## src/logic/aovp_pkg.sv

```systemverilog
// Package for the analog output value and parameter port
package aovp_pkg;
  localparam int unsigned NumChan = 4;
  localparam int unsigned ParamBytes = 16;
  localparam int unsigned Rec0Bytes = 2;
  localparam int unsigned Rec1Bytes = 14;
  localparam int unsigned SignPos = 15;
  localparam logic [3:0] DiagOffset = 4'h0;
  localparam logic [3:0] SpareOffset = 4'h1;
  localparam logic [7:0] DiagReset = 8'h00;
  localparam logic [7:0] DiagMask = 8'h0f;
  localparam logic [3:0] Rec1ModeBase = 4'h2;
  localparam logic [7:0] Rec1Byte0Mask = 8'h40;
  localparam logic [7:0] Rec1Byte1Mask = 8'h0f;
  localparam logic [3:0] TypeOff = 4'h0;
  localparam logic [3:0] TypeVolt = 4'h1;
  localparam logic [3:0] TypeCurr = 4'h2;
  localparam logic [7:0] ModeDefault = 8'h19;
  localparam logic [15:0] WordReset = 16'h0000;

  typedef enum logic [1:0] {AOVP_RES12, AOVP_RES11, AOVP_RES10} aovp_res_t;

  typedef struct packed {
    logic valid;
    logic [1:0] chan;
    logic [7:0] hiByte;
    logic [7:0] loByte;
  } aovp_word_t;

  typedef struct packed {
    logic valid;
    logic recSet;
    logic [3:0] index;
    logic [7:0] data;
  } aovp_prm_t;
endpackage : aovp_pkg

```

## src/logic/aovp_port.sv

```systemverilog
// Analog output value and parameter port
`timescale 1ns/10ps
`default_nettype none
module aovp_port #(
  parameter aovp_pkg::aovp_res_t Resolution = aovp_pkg::AOVP_RES12,
  parameter logic [3:0] SupportedTypes = 4'h7
) (
  // Clock and reset
  input wire logic clk,
  input wire logic nrst,
  // Output value words from the controller
  input wire aovp_pkg::aovp_word_t valueIn,
  // Parameter record bytes from the controller
  input wire aovp_pkg::aovp_prm_t prmIn,
  input wire logic runStart,
  // Diagnosis events per channel and record set 0 and 1 read
  input wire logic [3:0] chanFault,
  input wire logic [3:0] diagRdIndex,
  output logic [7:0] diagRdData,
  // Results
  output logic [15:0] dacCode0,
  output logic [15:0] dacCode1,
  output logic [15:0] dacCode2,
  output logic [15:0] dacCode3,
  output logic [31:0] chanMode,
  output logic prmError,
  output logic prmRefused,
  output logic prmApplied
);
  import aovp_pkg::*;

  // ****************************************
  // Resolution masking
  // ****************************************
  function automatic logic [15:0] keepMask(input aovp_res_t r);
    case (r)
      AOVP_RES11: keepMask = 16'hfff0;
      AOVP_RES10: keepMask = 16'hffe0;
      default: keepMask = 16'hfff8;
    endcase
  endfunction : keepMask

  function automatic logic modeOk(input logic [7:0] m);
    modeOk = 1'b0;
    if (m[7:4] == TypeOff) begin
      modeOk = 1'b1;
    end else if (m[7:4] == TypeVolt || m[7:4] == TypeCurr) begin
      modeOk = SupportedTypes[m[5:4]];
    end
  endfunction : modeOk

  function automatic logic isModeIndex(input logic [3:0] idx);
    isModeIndex = (idx >= Rec1ModeBase) && (idx < Rec1ModeBase + 4'(NumChan));
  endfunction : isModeIndex

  function automatic logic [7:0] keepBits(input logic [3:0] idx);
    if (idx == 4'h0) begin
      keepBits = Rec1Byte0Mask;
    end else if (idx == 4'h1) begin
      keepBits = Rec1Byte1Mask;
    end else begin
      keepBits = 8'hff;
    end
  endfunction : keepBits

  // ****************************************
  // Channel value registers
  // ****************************************
  logic [15:0] code [NumChan];
  logic [15:0] word;

  assign word = {valueIn.hiByte, valueIn.loByte};

  // One register per channel, loaded only by its own strobe
  for (genvar g = 0; g < NumChan; g++) begin : g_chan
    logic [15:0] next_code;

    always_comb begin
      next_code = code[g];
      if (valueIn.valid && valueIn.chan == 2'(g)) begin
        next_code = word & keepMask(Resolution);
      end
    end

    always_ff @(posedge clk) begin
      if (!nrst) begin
        code[g] <= WordReset;
      end else begin
        code[g] <= next_code;
      end
    end
  end : g_chan

  // ****************************************
  // Summary diagnosis
  // ****************************************
  logic [7:0] diag;
  logic [7:0] next_diag;

  always_comb begin
    next_diag = (diag | {4'h0, chanFault}) & DiagMask;
  end

  always_ff @(posedge clk) begin
    if (!nrst) begin
      diag <= DiagReset;
    end else begin
      diag <= next_diag;
    end
  end

  // ****************************************
  // Parameter record decode
  // ****************************************
  logic prmBlocked;
  logic prmInvalid;
  logic prmAccept;

  always_comb begin
    // One verdict per strobe: refused, invalid or accepted
    prmBlocked = 1'b0;
    prmInvalid = 1'b0;
    prmAccept = 1'b0;
    if (prmIn.valid) begin
      if (prmIn.recSet == 1'b0 || prmIn.index >= 4'(Rec1Bytes)) begin
        prmBlocked = 1'b1;
      end else if (isModeIndex(prmIn.index) && !modeOk(prmIn.data)) begin
        prmInvalid = 1'b1;
      end else begin
        prmAccept = 1'b1;
      end
    end
  end

  // ****************************************
  // Record set 1 storage
  // ****************************************
  logic [7:0] rec1 [Rec1Bytes];
  logic [7:0] next_rec1 [Rec1Bytes];

  always_comb begin
    for (int i = 0; i < Rec1Bytes; i++) begin
      next_rec1[i] = rec1[i];
    end
    if (prmAccept) begin
      next_rec1[prmIn.index] = prmIn.data & keepBits(prmIn.index);
    end
  end

  always_ff @(posedge clk) begin
    if (!nrst) begin
      // Mode bytes start at their default code
      for (int i = 0; i < Rec1Bytes; i++) begin
        rec1[i] <= isModeIndex(4'(i)) ? ModeDefault : 8'h00;
      end
    end else begin
      rec1 <= next_rec1;
    end
  end

  // ****************************************
  // Status pulses and run arm
  // ****************************************
  logic next_prmError;
  logic next_prmRefused;
  logic next_prmApplied;
  logic armed;
  logic next_armed;

  always_comb begin
    next_prmError = prmInvalid;
    next_prmRefused = prmBlocked;
    next_prmApplied = prmAccept;
    // Run start arms; an accepted record clears it
    next_armed = (armed | runStart) & ~prmAccept;
  end

  always_ff @(posedge clk) begin
    if (!nrst) begin
      prmError <= 1'b0;
      prmRefused <= 1'b0;
      prmApplied <= 1'b0;
      armed <= 1'b0;
    end else begin
      prmError <= next_prmError;
      prmRefused <= next_prmRefused;
      prmApplied <= next_prmApplied;
      armed <= next_armed;
    end
  end

  // ****************************************
  // Read back and outputs
  // ****************************************
  always_comb begin
    if (diagRdIndex == DiagOffset) begin
      diagRdData = diag;
    end else if (diagRdIndex == SpareOffset) begin
      diagRdData = 8'h00;
    end else begin
      diagRdData = rec1[diagRdIndex - 4'(Rec0Bytes)];
    end
  end

  assign dacCode0 = code[0];
  assign dacCode1 = code[1];
  assign dacCode2 = code[2];
  assign dacCode3 = code[3];
  assign chanMode = {rec1[5], rec1[4], rec1[3], rec1[2]};
endmodule : aovp_port
`default_nettype wire

```

## config.mk

```make
export PLATFORM = sky130hd
export DESIGN_NAME = aovp_port
export DESIGN_NICKNAME = d
export VERILOG_FILES = /design/src/logic/aovp_pkg.sv /design/src/logic/aovp_port.sv
export SDC_FILE = /design/constraint.sdc
export NUM_CORES = 1
export LEC_CHECK = 0
export ABC_AREA = 1
export BUFFER_PORTS_ARGS = -buffer_cell sky130_fd_sc_hd__buf_4
export CAP_MARGIN = 25
export CELL_PAD_IN_SITES_DETAIL_PLACEMENT = 0
export CELL_PAD_IN_SITES_GLOBAL_PLACEMENT = 2
export CORE_ASPECT_RATIO = 1.1
export CORE_MARGIN = 3
export CORE_UTILIZATION = 27
export CTS_BUF_LIST = sky130_fd_sc_hd__clkbuf_16
export DETAILED_ROUTE_END_ITERATION = 7
export GPL_ROUTABILITY_DRIVEN = 0
export GPL_TIMING_DRIVEN = 0
export PLACE_DENSITY_LB_ADDON = 0.1
export RECOVER_POWER = 25
export SYNTH_ARGS = -nofsm -noshare
export SYNTH_HDL_FRONTEND = slang
export SYNTH_SLANG_ARGS = --single-unit
```

## constraint.sdc

```tcl
create_clock -name clk -period 2.24 [get_ports clk]
set_input_delay 0.336 -clock clk [delete_from_list [all_inputs] [get_ports clk]]
set_output_delay 0.336 -clock clk [all_outputs]
set_load 0.01 [all_outputs]
```

==> impl_metrics.toml <==
[status]
run_status = "finished, final reports clean"

[logic_synthesis]
yosys.area_share.xor_xnor_pct = 0.1046
synth_warnings = 0
ys_ff_latch = 171
synth_edf_count = 0
yosys.cell_types.count = 32
yosys-top-cells-count = "nand2_1, nor2_1, dfxtp_1"
syn_inst = 1284
netlist.area_leader.share_pct = 40.90
synth_compound_area_share_pct = 7.354
synthAdderAreaFrac_pct = 0.1495
synthMuxAreaShare_pct = 0
synth_top_family_by_area = "simple AND/OR/NAND/NOR gates"
netlist_area_um2 = 8371
ys_top_cells_by_area = "dfxtp_1, nand2_1, nor2_1"
syn_avg_cell_area_um2 = 6.519
synth_ff_type = "dfxtp_1"
synth-async-reset-ratio_pct = 0
synth_top_area_cell = "dfxtp_1"
seq_area_frac_synth_pct = 40.90
synthSimpleGateAreaFrac_pct = 36.80
yosysMostFrequentCell = "nand2_1"

[global_route]
grt_use_total_pct = 19.17
grt_max_degree = 18
grt.overflow.total = 0
grt_pass1_vias = 8130
antenna_found_initial = 0
grt_pass1_wl_mm = 48.17

[cts]
cts_max_path_buffers = 2
clkTransAtPathRegs_ns = 0.08
insertion_delay_ns = 0.44
cts_tree = "yes"
clock-root-buffer = "clkbuf_16"
htree_levels = 4
ctsHoldBuffers = 0
numCtsBuffers = 17
cts_sinks = 171

[sta]
setup_violations = 0
drv_slew = 0
rsz0062_at_grt = "yes"
finalCritPeriodShare_pct = 97.24
period_needed_ns = 2.178
fmax_mhz = 459.1
max_slew_margin_pct = 50.11
fin_ws_ns = 0.06174
tightest_slew_ns = 0.7483
hold_viol = 0
skew_ns = 0

[cells_and_area]
multi_input_area_um2 = 3852
fin_util_pct = 35.17
layoutNonFillerInstCount = 1874
antenna_cells = 0
nets = 1498
fill_cells = 3395
drive_gt1_share_pct = 16.58
area_growth_pct = 26.31
final-seq-area_um2 = 3423
fin_area_um2 = 10570

[placement]
hpwl_mm = 23.51
port_buffers = 130
dp_cells = 1833
dpl_worst_slack_ns = -0.8828
placed_area_um2 = 9908

[routing]
via_count = 8112
wl_per_cell_um = 16.85
remaining_drc_errors = 0
vias_per_cell = 4.329
drtAntennaViolNets = 0
drt_pre_antenna_iters = 5
totalWireLength_mm = 31.58
drt_iter0_drc = 443

[hold_path]
holdCritStartpoint = "chanFault[0]"
whs_endpoint = "diag[0]"
hp-class = "in2reg"
holdPathStages = 3

[die]
pin_count = 151
die_h_um = 190.7
coreArea_um2 = 30060
die_width_um = 173.9
start_util_pct = 27.85
rows = 66
dieArea_um2 = 33150

[setup_path]
path_class = "in2out"
cp.arrival_ns = 1.84
startpoint_type = "input port"
reg2reg_from = "chanMode[9]"
rrSetupSlack_ns = 1.53
path_buf_inv = 4
r2r-end = "chanMode[9]"
crit_path_start = "diagRdIndex[0]"
crit_required_ns = 1.90
critPathTopFamily = "buffers and inverters"
cp-end-kind = "primary output"
slowest_stage = "buf_4"
worstPathCellList = "buf_4, clkbuf_4, buf_4, nand2_1, nand3_1, nand4_1, a21oi_1, nor2_2, buf_4"
crit_top_cell = "buf_4"
crit_path_max_fanout = 10
cp_slowest_stage_delay_ns = 0.26
reg2reg_depth = 4

[power_and_ir_drop]
p_int_mw = 5.118
p_total_mw = 7.253
p_sw_mw = 2.135
swShare_pct = 29.43
p_comb_share_pct = 12.8
leakagePower_nw = 5.206
peakVddDrop_mv = 0.4932
power_frac_seq_pct = 43.3
p_per_area_nw_per_um2 = 686.0
clkPwrFrac_pct = 43.9

[run]
drv_cap = 0
[logic make-up (layout without fill, tap and decap cells)]
logic type	Yosys count	count (layout)
other	1	12
adder cells (fa/ha/maj)	1	1
AO/OA/AOI/OAI	118	118
buffers and inverters	255	426
XOR/XNOR	1	1
AND/OR/NAND/NOR	737	737
flip-flops	171	171
[registers in the layout, indices dropped and copies added (netlist names)]
name and flops:
chanMode 32, rec1 80, prmError 1, code 52
diag 4, prmApplied 1, prmRefused 1
[timing repair]
action / CTS / global route
setup endpoints to repair: 8 / 8
hold endpoints to repair: 0 / 0
setup buffers: 4 / 6
gates resized for setup: 30 / 23
pin swaps: 4 / 12
[per-layer routing]
| layer | wire, um | GRT usage, % |
|---|---|---|
| met5 | 0 | 0 |
| met4 | 548 | 5.569 |
| met3 | 1699 | 4.779 |
| met2 | 14880 | 32.25 |
| met1 | 14460 | 24.36 |
[per-stage QoR]
step / setup TNS, ns / hold slack [ns]
floorplan: 0 / 0.4302
global placement: -6.296 / 0.4416
detailed placement: -6.086 / 0.4455
CTS: -0.06753 / 0.08538
global route: -0.04497 / 0.1082
finish: 0 / 0.1015
[worst max path at each step]
stage / slack (ns) / to / depth (start not counted)
detailed placement: -0.88 / diagRdData[5] / 11
CTS: -0.03 / diagRdData[5] / 8
finish: 0.06 / diagRdData[7] / 9
global route: -0.01 / diagRdData[7] / 13
floorplan: 0.05 / diagRdData[5] / 10
global placement: -0.94 / diagRdData[5] / 11
[worst reg2reg max path, cell delays in order (launching register included)]
cell and delay, ns:
dfxtp_1 0.38, inv_1 0.05, nand2_1 0.06, nand2_1 0.04
nor2_1 0.11
[placed cells by master (no fill, tap or decap), types with 10 or more instances in the layout]
| cell | synthesis | layout |
|---|---|---|
| a21oi_1 | 69 | 65 |
| buf_4 | 53 | 146 |
| buf_6 | 6 | 10 |
| clkbuf_1 | 38 | 79 |
| clkbuf_16 | 0 | 17 |
| conb_1 | 1 | 12 |
| dfxtp_1 | 171 | 171 |
| inv_1 | 136 | 135 |
| nand2_1 | 377 | 374 |
| nand3_1 | 86 | 85 |
| nor2_1 | 243 | 237 |
| o21ai_0 | 42 | 42 |
[area by class of cell]
class / instances / area share, %
multi-input cells: 869 / 36.44
inverters: 139 / 4.959
repair buffers: 140 / 8.414
well taps: 408 / 4.828
clock buffers: 17 / 4.024
plain buffers: 115 / 7.231
clock inverters: 15 / 1.728
flip-flops and latches: 171 / 32.38
[power groups by stage]
stage / combinational, mW / sequential (mW) / clock [mW]
floorplan: 0.465 / 3.23 / 0
global placement: 0.911 / 3.21 / 0
detailed placement: 0.908 / 3.21 / 0
CTS: 0.945 / 3.14 / 3.27
global route: 1.03 / 3.15 / 3.39
finish: 0.931 / 3.14 / 3.18
Power figures use the tool's default switching activity.
